===== src/sfp_pkg.sv =====
// Summary of operation
// - Sector number sits on upper address bits at every load strobe after protect code.
// - Host loads all 64 bytes of a sector on every reprogram; a stalled source ends the load early with prog_timeout.
// - Each byte load starts within 150 us of the previous one.
// - Status polling reads the last loaded byte's address, held constant for the whole cycle.
// - Command data and addresses are hexadecimal, bit seven and bit fourteen first.
package sfp_pkg;
  // ----------------------------------------------------------------------
  // Geometry
  // ----------------------------------------------------------------------
  localparam int ADDR_W         = 15;
  localparam int DATA_W         = 8;
  localparam int SECTOR_BYTES   = 64;
  localparam int SECTOR_LSB     = 6;
  localparam int POLL_BIT       = 7;
  localparam int TOGGLE_BIT     = 6;
  // ----------------------------------------------------------------------
  // Timing
  // ----------------------------------------------------------------------
  localparam int CLK_MHZ        = 25;
  localparam int CLK_NS         = 40;
  localparam int BLC_US         = 150;
  localparam int BLC_CYC        = (BLC_US * 1000) / CLK_NS;
  localparam int WP_NS          = 200;
  localparam int WP_CYC         = (WP_NS + CLK_NS - 1) / CLK_NS;
  localparam int WPH_NS         = 200;
  localparam int WPH_CYC        = (WPH_NS + CLK_NS - 1) / CLK_NS;
  localparam int ACC_NS         = 250;
  localparam int ACC_CYC        = (ACC_NS + CLK_NS - 1) / CLK_NS;
  localparam int OEHP_NS        = 150;
  localparam int OEHP_CYC       = (OEHP_NS + CLK_NS - 1) / CLK_NS;
  localparam int WC_MS          = 20;
  localparam int WC_CYC         = WC_MS * 1000 * CLK_MHZ;
  localparam int CNT_W          = 20;
  // ----------------------------------------------------------------------
  // Command codes and addresses
  // ----------------------------------------------------------------------
  localparam logic [ADDR_W-1:0] CMD_ADDR1 = 15'h5555;
  localparam logic [ADDR_W-1:0] CMD_ADDR2 = 15'h2AAA;
  localparam logic [DATA_W-1:0] CMD_D1    = 8'hAA;
  localparam logic [DATA_W-1:0] CMD_D2    = 8'h55;
  localparam logic [DATA_W-1:0] CMD_PROT  = 8'hA0;
  localparam logic [DATA_W-1:0] CMD_IDIN  = 8'h90;
  localparam logic [DATA_W-1:0] CMD_IDOUT = 8'hF0;
  // ----------------------------------------------------------------------
  // Operations
  // ----------------------------------------------------------------------
  typedef enum logic [1:0] {
    SFP_OP_READ    = 2'h0,
    SFP_OP_PROGRAM = 2'h1,
    SFP_OP_ID_READ = 2'h2
  } sfp_op_e;
endpackage


===== src/sfp_strobe_if.sv =====
`timescale 1ns/10ps
interface sfp_strobe_if;
  logic                           start;
  logic                           write;
  logic [sfp_pkg::ADDR_W-1:0]     addr;
  logic [sfp_pkg::DATA_W-1:0]     wdata;
  logic                           busy;
  logic                           done;
  logic [sfp_pkg::DATA_W-1:0]     rdata;
  modport master (output start, output write, output addr, output wdata,
                  input busy, input done, input rdata);
  modport cycle  (input start, input write, input addr, input wdata,
                  output busy, output done, output rdata);
endinterface

===== src/sfp_bus_cycle.sv =====
`timescale 1ns/10ps
module sfp_bus_cycle (
  input  wire logic                       clock,
  input  wire logic                       reset,
  sfp_strobe_if.cycle                     cyc,
  output      logic                       chip_sel_n,
  output      logic                       out_en_n,
  output      logic                       write_n,
  output      logic [sfp_pkg::ADDR_W-1:0] addr,
  output      logic [sfp_pkg::DATA_W-1:0] data_out,
  output      logic                       data_oe_n,
  input  wire logic [sfp_pkg::DATA_W-1:0] data_in
);
  // ----------------------------------------------------------------------
  // One strobe: idle, active, recovery
  // ----------------------------------------------------------------------
  typedef enum logic [2:0] {
    SFP_BC_IDLE = 3'b001,
    SFP_BC_ACT  = 3'b010,
    SFP_BC_REC  = 3'b100
  } sfp_bc_e;
  localparam int ACT_CYC = (sfp_pkg::WP_CYC > sfp_pkg::ACC_CYC) ? sfp_pkg::WP_CYC
                                                                : sfp_pkg::ACC_CYC;
  // Recovery also covers the minimum output-enable high pulse between polls
  localparam int REC_CYC = (sfp_pkg::WPH_CYC > sfp_pkg::OEHP_CYC) ? sfp_pkg::WPH_CYC
                                                                  : sfp_pkg::OEHP_CYC;
  sfp_bc_e    state;
  logic [3:0] cnt;
  logic       is_wr;

  always_ff @(posedge clock) begin
    if (reset) begin
      state      <= SFP_BC_IDLE;
      cnt        <= 4'h0;
      is_wr      <= 1'b0;
      chip_sel_n <= 1'b1;
      out_en_n   <= 1'b1;
      write_n    <= 1'b1;
      addr       <= '0;
      data_out   <= '0;
      data_oe_n  <= 1'b1;
      cyc.done   <= 1'b0;
      cyc.rdata  <= '0;
    end else begin
      cyc.done <= 1'b0;
      case (state)
        SFP_BC_IDLE: begin
          if (cyc.start) begin
            // OE stays high whenever WE and CE are both low
            addr       <= cyc.addr;
            data_out   <= cyc.wdata;
            is_wr      <= cyc.write;
            data_oe_n  <= ~cyc.write;
            chip_sel_n <= 1'b0;
            write_n    <= ~cyc.write;
            out_en_n   <= cyc.write;
            cnt        <= 4'(ACT_CYC - 1);
            state      <= SFP_BC_ACT;
          end
        end
        SFP_BC_ACT: begin
          if (cnt == 4'h0) begin
            if (!is_wr) begin
              cyc.rdata <= data_in;
            end
            chip_sel_n <= 1'b1;
            out_en_n   <= 1'b1;
            write_n    <= 1'b1;
            cnt        <= 4'(REC_CYC - 1);
            state      <= SFP_BC_REC;
          end else begin
            cnt <= cnt - 4'h1;
          end
        end
        SFP_BC_REC: begin
          data_oe_n <= 1'b1;
          if (cnt == 4'h0) begin
            cyc.done <= 1'b1;
            state    <= SFP_BC_IDLE;
          end else begin
            cnt <= cnt - 4'h1;
          end
        end
        default: state <= SFP_BC_IDLE;
      endcase
    end
  end
  assign cyc.busy = (state != SFP_BC_IDLE);
endmodule // sfp_bus_cycle


===== src/sfp_host.sv =====
`timescale 1ns/10ps
module sfp_host #(
  parameter int BLC_CYC = sfp_pkg::BLC_CYC,
  parameter int WC_CYC  = sfp_pkg::WC_CYC
) (
  input  wire logic                       clock,
  input  wire logic                       reset,
  input  wire logic                       req_valid,
  input  wire logic [1:0]                 req_op,
  input  wire logic [sfp_pkg::ADDR_W-1:0] req_addr,
  input  wire logic [sfp_pkg::DATA_W-1:0] wr_data,
  input  wire logic                       wr_valid,
  output      logic                       wr_ready,
  output      logic                       busy,
  output      logic                       rd_valid,
  output      logic [sfp_pkg::DATA_W-1:0] rd_data,
  output      logic                       manuf_valid,
  output      logic [sfp_pkg::DATA_W-1:0] manuf_code,
  output      logic [sfp_pkg::DATA_W-1:0] device_code,
  output      logic                       prog_ok,
  output      logic                       prog_timeout,
  output      logic                       chip_sel_n,
  output      logic                       out_en_n,
  output      logic                       write_n,
  output      logic [sfp_pkg::ADDR_W-1:0] addr,
  output      logic [sfp_pkg::DATA_W-1:0] data_out,
  output      logic                       data_oe_n,
  input  wire logic [sfp_pkg::DATA_W-1:0] data_in
);
  // Counters are CNT_W bits wide; the byte window keeps a 400-cycle margin
  if (BLC_CYC < 400 || BLC_CYC >= (1 << sfp_pkg::CNT_W) || WC_CYC < 1
      || WC_CYC >= (1 << sfp_pkg::CNT_W)) begin : g_bad_timing
    $error("sfp_host: timing parameters out of range");
  end
  // ----------------------------------------------------------------------
  // Sequencer states
  // ----------------------------------------------------------------------
  typedef enum logic [6:0] {
    SFP_IDLE   = 7'b0000001,
    SFP_CMD    = 7'b0000010,
    SFP_LOAD   = 7'b0000100,
    SFP_POLL   = 7'b0001000,
    SFP_READ   = 7'b0010000,
    SFP_IDRD   = 7'b0100000,
    SFP_WAIT   = 7'b1000000
  } sfp_state_e;

  sfp_strobe_if cyc ();
  sfp_bus_cycle u_cycle (
    .clock      (clock),
    .reset      (reset),
    .cyc        (cyc),
    .chip_sel_n (chip_sel_n),
    .out_en_n   (out_en_n),
    .write_n    (write_n),
    .addr       (addr),
    .data_out   (data_out),
    .data_oe_n  (data_oe_n),
    .data_in    (data_in)
  );

  sfp_state_e                   state;
  sfp_state_e                   after_cmd;
  logic [1:0]                   op;
  logic [1:0]                   cmd_step;
  logic                         exit_pass;
  logic [sfp_pkg::ADDR_W-1:0]   base;
  logic [5:0]                   byte_idx;
  logic [sfp_pkg::DATA_W-1:0]   last_byte;
  logic [sfp_pkg::DATA_W-1:0]   prev_stat;
  logic                         have_prev;
  logic [sfp_pkg::CNT_W-1:0]    wc_cnt;
  logic                         issued;
  logic                         started;

  // ----------------------------------------------------------------------
  // Command sequence words
  // ----------------------------------------------------------------------
  logic [sfp_pkg::ADDR_W-1:0] cmd_addr;
  logic [sfp_pkg::DATA_W-1:0] cmd_data;
  logic [sfp_pkg::DATA_W-1:0] cmd_last;
  always_comb begin
    cmd_last = sfp_pkg::CMD_PROT;
    if (op == sfp_pkg::SFP_OP_ID_READ) begin
      cmd_last = exit_pass ? sfp_pkg::CMD_IDOUT : sfp_pkg::CMD_IDIN;
    end
    case (cmd_step)
      2'h0: begin
        cmd_addr = sfp_pkg::CMD_ADDR1;
        cmd_data = sfp_pkg::CMD_D1;
      end
      2'h1: begin
        cmd_addr = sfp_pkg::CMD_ADDR2;
        cmd_data = sfp_pkg::CMD_D2;
      end
      default: begin
        cmd_addr = sfp_pkg::CMD_ADDR1;
        cmd_data = cmd_last;
      end
    endcase
  end

  // ----------------------------------------------------------------------
  // Strobe requests
  // ----------------------------------------------------------------------
  always_comb begin
    cyc.start = 1'b0;
    cyc.write = 1'b0;
    cyc.addr  = '0;
    cyc.wdata = '0;
    if (!issued && !cyc.busy) begin
      case (state)
        SFP_CMD: begin
          cyc.start = 1'b1;
          cyc.write = 1'b1;
          cyc.addr  = cmd_addr;
          cyc.wdata = cmd_data;
        end
        SFP_LOAD: begin
          cyc.start = wr_valid && wr_ready;
          cyc.write = 1'b1;
          // Sector number held on upper bits for every load strobe
          cyc.addr  = {base[sfp_pkg::ADDR_W-1:sfp_pkg::SECTOR_LSB], byte_idx};
          cyc.wdata = wr_data;
        end
        SFP_POLL: begin
          cyc.start = 1'b1;
          // Last loaded byte's address, so the polling bit ends on true data
          cyc.addr  = {base[sfp_pkg::ADDR_W-1:sfp_pkg::SECTOR_LSB],
                       6'(sfp_pkg::SECTOR_BYTES - 1)};
        end
        SFP_READ: begin
          cyc.start = 1'b1;
          cyc.addr  = base;
        end
        SFP_IDRD: begin
          cyc.start = 1'b1;
          cyc.addr  = {{(sfp_pkg::ADDR_W-1){1'b0}}, started};
        end
        default: cyc.start = 1'b0;
      endcase
    end
  end

  // ----------------------------------------------------------------------
  // Sequencer
  // ----------------------------------------------------------------------
  always_ff @(posedge clock) begin
    if (reset) begin
      state        <= SFP_IDLE;
      after_cmd    <= SFP_IDLE;
      op           <= 2'h0;
      cmd_step     <= 2'h0;
      exit_pass    <= 1'b0;
      base         <= '0;
      byte_idx     <= 6'h0;
      last_byte    <= '0;
      prev_stat    <= '0;
      have_prev    <= 1'b0;
      wc_cnt       <= '0;
      issued       <= 1'b0;
      started      <= 1'b0;
      wr_ready     <= 1'b0;
      busy         <= 1'b0;
      rd_valid     <= 1'b0;
      rd_data      <= '0;
      manuf_valid  <= 1'b0;
      manuf_code   <= '0;
      device_code  <= '0;
      prog_ok      <= 1'b0;
      prog_timeout <= 1'b0;
    end else begin
      rd_valid    <= 1'b0;
      manuf_valid <= 1'b0;
      wr_ready    <= 1'b0;
      if (cyc.start) begin
        issued <= 1'b1;
      end
      if (cyc.done) begin
        issued <= 1'b0;
      end
      case (state)
        SFP_IDLE: begin
          busy <= 1'b0;
          if (req_valid) begin
            busy      <= 1'b1;
            op        <= req_op;
            base      <= req_addr;
            cmd_step  <= 2'h0;
            exit_pass <= 1'b0;
            byte_idx  <= 6'h0;
            started   <= 1'b0;
            prog_ok   <= 1'b0;
            prog_timeout <= 1'b0;
            case (req_op)
              sfp_pkg::SFP_OP_PROGRAM: begin
                // Protection restored by the device after every cycle
                state     <= SFP_CMD;
                after_cmd <= SFP_LOAD;
              end
              sfp_pkg::SFP_OP_ID_READ: begin
                state     <= SFP_CMD;
                after_cmd <= SFP_IDRD;
              end
              default: state <= SFP_READ;
            endcase
          end
        end
        SFP_CMD: begin
          if (cyc.done) begin
            cmd_step <= cmd_step + 2'h1;
            if (cmd_step == 2'h2) begin
              cmd_step <= 2'h0;
              state    <= after_cmd;
              wc_cnt   <= '0;
              wr_ready <= (after_cmd == SFP_LOAD);
            end
          end
        end
        SFP_LOAD: begin
          wc_cnt <= wc_cnt + 1'b1;
          if (cyc.start) begin
            last_byte <= wr_data;
          end
          if (cyc.done) begin
            wc_cnt   <= '0;
            byte_idx <= byte_idx + 6'h1;
            // Polling starts only after the whole sector is loaded; no partial programming offered
            if (byte_idx == 6'(sfp_pkg::SECTOR_BYTES - 1)) begin
              state     <= SFP_POLL;
              have_prev <= 1'b0;
            end else begin
              wr_ready <= 1'b1;
            end
          end else if (!issued && !cyc.busy && !cyc.start) begin
            wr_ready <= 1'b1;
          end
          // Source too slow: window lost, sector contents cannot be trusted
          if (!issued && wc_cnt >= sfp_pkg::CNT_W'(BLC_CYC - 400)) begin
            wr_ready     <= 1'b0;
            prog_timeout <= 1'b1;
            state        <= SFP_IDLE;
          end
        end
        SFP_POLL: begin
          wc_cnt <= wc_cnt + 1'b1;
          if (cyc.done) begin
            prev_stat <= cyc.rdata;
            have_prev <= 1'b1;
            // Toggle compared between reads, never against a level
            if (have_prev
                && cyc.rdata[sfp_pkg::TOGGLE_BIT] == prev_stat[sfp_pkg::TOGGLE_BIT]
                && cyc.rdata[sfp_pkg::POLL_BIT] == last_byte[sfp_pkg::POLL_BIT]) begin
              prog_ok <= 1'b1;
              state   <= SFP_IDLE;
            end else if (wc_cnt >= sfp_pkg::CNT_W'(WC_CYC)) begin
              prog_timeout <= 1'b1;
              state        <= SFP_IDLE;
            end
          end
        end
        SFP_READ: begin
          if (cyc.done) begin
            rd_data  <= cyc.rdata;
            rd_valid <= 1'b1;
            state    <= SFP_IDLE;
          end
        end
        SFP_IDRD: begin
          if (cyc.done) begin
            started <= 1'b1;
            if (!started) begin
              manuf_code <= cyc.rdata;
            end else begin
              device_code <= cyc.rdata;
              manuf_valid <= 1'b1;
              exit_pass   <= 1'b1;
              after_cmd   <= SFP_WAIT;
              state       <= SFP_CMD;
            end
          end
        end
        SFP_WAIT: begin
          // Exit sequence sent; normal array mode again (also after power loss)
          state <= SFP_IDLE;
        end
        default: state <= SFP_IDLE;
      endcase
    end
  end
endmodule // sfp_host


===== config.mk =====
export PLATFORM = sky130hd
export DESIGN_NAME = sfp_host
export DESIGN_NICKNAME = d
export VERILOG_FILES = /design/src/sfp_pkg.sv /design/src/sfp_strobe_if.sv /design/src/sfp_bus_cycle.sv /design/src/sfp_host.sv
export SDC_FILE = /design/constraint.sdc
export NUM_CORES = 1
export LEC_CHECK = 0
export BUFFER_PORTS_ARGS = -buffer_cell sky130_fd_sc_hd__buf_4
export CAP_MARGIN = 15
export CORE_UTILIZATION = 40
export DETAILED_ROUTE_END_ITERATION = 8
export GPL_TIMING_DRIVEN = 0
export PLACE_DENSITY = 0.63
export SETUP_SLACK_MARGIN = 0.4
export SLEW_MARGIN = 5
export SYNTH_ARGS = -nofsm -noshare
export SYNTH_HDL_FRONTEND = slang
export SYNTH_SLANG_ARGS = --single-unit

===== constraint.sdc =====
create_clock -name clock -period 2.2 [get_ports clock]
set_clock_uncertainty 0.1 [all_clocks]
set_input_delay 0.22 -clock clock [delete_from_list [all_inputs] [get_ports clock]]
set_output_delay 0.22 -clock clock [all_outputs]
set_load 0.05 [all_outputs]

==> metrics list <==
- The filler cells instantiated in the layout total 898.
- After detailed routing, the average wire length per cell comes to 21.88 um.
- Placed insts: 981
- Area share of the largest cell type after synthesis: 45.02%
- Initial DRC Count: 611
* Gate count after technology mapping: 704
* Max Cap Violations: 0
- Clock network latency to the later pin of the worst-skew pair: 0.44 ns
- Die Y-Extent: 125.0 um
* Core region area: 14640 um^2
- Timing analysis after detailed placement gives a worst setup slack of -0.09161 ns.
- Leakage power: 4.092 nW
- Transition at the pin with the smallest max-transition slack: 1.005 ns
- From synthesis to final layout, the design area changed by 74.34%.
- STA classifies the critical path endpoint as a flop.
- Detailed placement HPWL: 12.41 mm
* Total routing usage reported by global routing: 26.79%
- Number of synthesized flops with an enable pin: 0
* Sequential power share: 28.6%
- Per report_power, the combinational group accounts for 41.4% of the total.
* Violated checks: DRC
- The analysis attributes to net switching a power of 3.914 mW.
* Final count of pins violating max slew: 0
- Cell-internal power: 6.702 mW
- The clock tree synthesis step divided the H-tree into 4 levels.
- Port buffering added 93 buffers.
- Antenna violations before repair: 0
- Synthesized flop and latch total: 136
- Average cell area after synthesis: 8.590 um^2
- Excluding fillers, the count of instances in the completed layout stands at 1142.
- Total of endpoints with negative setup slack in the final report: 0
- Root Buffer: clkbuf_16
- Tightest Hold Check Type: primary input to flop
- The pre-antenna-repair detailed-routing pass consisted of 7 iterations.
- Crit share post-route: 97.47%
- Antenna violation net count after detailed routing: 0
- After global routing the overflow that remains totals 0.
- STA classifies the critical path startpoint as a flop.
* Result of the run: finished with violations
* Floorplan die width: 125.0 um
- The via count of the first global-routing pass is 6072.
- The critical path is of the flop to flop type.
* Slew headroom: 32.98%
- VDD sags by at most 734.7 uV.
- Routed length on met3: 1.868 mm
- Initial Utilization: 41.29%
- Ranking of synthesized cells by area: dfxtp_1 (45%), nand2_1 (6.3%), a21oi_1 (6.0%)
- The worst path needs 2.144 ns of the cycle, external delays included.
- Ys Warns: 0
- In the synthesized netlist the async set-or-reset flop fraction comes to 0%.
- The detailed router used layers up to and including met4.
* Die Outline Area: 15610 um^2
- Num ports: 94
- Total nets after synthesis: 748
* RSZ-0062 raised after global routing: true
* Arrival time of the worst setup path: 2.33 ns
* Net Sw Frac: 36.87%
* Ant diodes: 0
- Dominant register cell in the synthesized netlist: dfxtp_1
* GP Congestion: 0.9232
- Worst Setup Slack, final: 0.05566 ns
- # rows: 44
* Largest net degree at the start of global routing: 17
- Clock-pin slew on the worst setup and hold paths: 0.06 ns
- DRT Wirelength: 24.98 mm
* Most area-hungry cell type in the Yosys netlist: dfxtp_1
- Along the worst path, the maximum fanout reaches 6.
* Wire length of the first global-routing pass: 32.60 mm
* Via density per instance: 5.891
* CTS tree: yes
* Clock share of power: 30.0%
- Critical path data required time: 2.38 ns
* Number of clock buffers inserted by TritonCTS: 17
* Via total after detailed routing: 6728
* Sequential element share of the synthesized area: 45.02%
- For this run, design rule violations remaining after detail routing come to 13.
* Area of the mapped netlist: 6047 um^2
- Sinks on Clock Net: 136
* Final-stage net count: 989
- Timing would allow up to 466.3 MHz.
* Power density normalized to cell area: 1007 nW/um^2
- Counting along the longest clock path gives a buffer depth of 2.
* Met2 routed WL: 12.01 mm
- The final-report hold violation count came to 0.
- Of the cells placed in the final design, the portion with a size suffix greater than 1 is 53.86%.
- Met1 layer wirelength in the final routing: 9.687 mm
- Count of distinct cell types in the synthesized netlist: 72
* Total chip power: 10.62 mW
==> power groups by stage <==
stage,Sequential (mW),Combinational [mW],Clock (mW)
2_1_floorplan,3.40,1.18,0
3_3_place_gp,2.98,2.18,0
3_5_place_dp,2.99,2.21,0
4_1_cts,2.98,3.16,3.15
5_1_grt,3.05,4.51,3.32
6_report,3.03,4.40,3.18
==> synthesized netlist by cell type (3+ instances only) <==
master and n:
nor4_1 6, buf_2 9, o21bai_1 4, o21ai_0 9, buf_1 3, buf_4 5
nor3_2 3, nor2_2 9, nor2b_1 9, a211oi_1 18, a22oi_1 4, a221oi_1 8
nor3_1 25, buf_6 3, xnor2_1 8, a211oi_2 3, xor2_1 21, nand2_1 102
ha_1 7, a21oi_1 72, nor2_4 3, dfxtp_1 136, inv_1 12, nor3b_1 5
mux2i_1 11, clkbuf_1 19, nand3_1 26, nand2b_1 9, and3_1 9, or2_2 4
nand4_1 9, nor2_1 83
==> layout by cell type, fill, tap and decap left out, types with 5 or more instances in the layout <==
| cell type | count |
|---|---|
| nand2_4 | 17 |
| and3_1 | 5 |
| clkbuf_16 | 21 |
| inv_1 | 8 |
| nor2_4 | 11 |
| nand3_2 | 6 |
| nor2_2 | 26 |
| nand2b_1 | 5 |
| buf_12 | 12 |
| ha_1 | 6 |
| nor4_4 | 5 |
| o21ai_0 | 5 |
| a21oi_2 | 34 |
| nand2_2 | 18 |
| a21oi_1 | 33 |
| dfxtp_2 | 11 |
| nor3_2 | 12 |
| xor2_1 | 15 |
| nor3_1 | 13 |
| buf_6 | 42 |
| dlygate4sd3_1 | 31 |
| xnor2_1 | 6 |
| mux2i_1 | 10 |
| buf_4 | 141 |
| clkbuf_1 | 10 |
| a221oi_2 | 7 |
| nand3_4 | 6 |
| nand4_1 | 9 |
| dfxtp_1 | 118 |
| nor2_1 | 58 |
| nand3_1 | 15 |
| nand2_1 | 65 |
| dfxtp_4 | 7 |
| a22oi_2 | 5 |
| a21oi_4 | 6 |
| xor2_2 | 6 |
| a211oi_2 | 19 |
| buf_8 | 12 |
==> per-layer routing <==
layer | GRT usage, % | vias to the layer above
li1 | - | 2941
met1 | 31.92 | 3288
met2 | 46.03 | 369
met3 | 5.477 | 130
met4 | 13.27 | 0
met5 | 0 | -
==> area by class of cell <==
| cell class | count | area (um^2) | area share, % |
|---|---|---|---|
| flip-flops and latches | 136 | 2763 | 26.20 |
| inverters | 12 | 45.04 | 0.4272 |
| clock buffers | 19 | 452.9 | 4.296 |
| plain buffers | 39 | 401.6 | 3.810 |
| clock inverters | 13 | 190.2 | 1.804 |
| multi-input cells | 517 | 4329 | 41.06 |
| repair buffers | 222 | 2131 | 20.21 |
| well taps | 184 | 230.2 | 2.184 |
==> final timing paths <==
| check | cells past startpoint | slack (ns) | from | end |
|---|---|---|---|---|
| worst max-delay path | 9 | 0.06 | state[1] | u_cycle.data_out[3] |
| worst min-delay path | 3 | 0.02 | wr_data[0] | u_cycle.data_out[0] |
| worst max register to register | 9 | 0.06 | state[1] | u_cycle.data_out[3] |
| worst min register to register | 2 | 0.36 | device_code[6] | device_code[6] |
==> cells by family after synthesis <==
group / synth area share, %
mux: 1.821
buf+inv: 4.035
flops: 45.02
fa+ha+maj: 1.448
xor+xnor: 4.200
simple gates: 27.37
compound gates: 16.10
==> metrics by stage <==
step	util, %	hold WS (ns)	TNS (ns)	area, um^2
finish	71.99	0.02061	0	10540
global route	71.99	0.03121	0	10540
CTS	63.74	0.01020	0	9334
detailed placement	48.16	0.3467	-0.6806	7053
global placement	48.16	0.3427	-0.5580	7053
floorplan	-	0.2560	0	6125
==> critical path, stage by stage (launching register included) <==
cell and delay [ns]:
dfxtp_2 0.33, buf_6 0.13, nor3_4 0.31, nand3_4 0.16, o22ai_4 0.22, buf_6 0.15, nand2_8 0.09, buf_8 0.15
a221oi_2 0.24, nor3_1 0.10
==> state kept, by name, summed over array words and instances (netlist names), 2 cells and up <==
name	flops
u_cycle.state	3
op	2
cmd_step	2
byte_idx	6
state	7
after_cmd	4
wc_cnt	20
u_cycle.addr	15
manuf_code	8
u_cycle.data_out	8
rd_data	8
u_cycle.cyc.rdata	8
u_cycle.cnt	4
base	15
device_code	8
==> repair_timing <==
action | in CTS | in global routing
hold buffers | 28 | 3
resized for setup | 202 | 197
gates cloned | 9 | 5
pin swaps | 64 | 84
endpoints found under the hold margin | 28 | 3
setup buffers | 49 | 35
endpoints found under the setup margin | 131 | 133
Note: power is estimated with default switching activity, not from simulation.
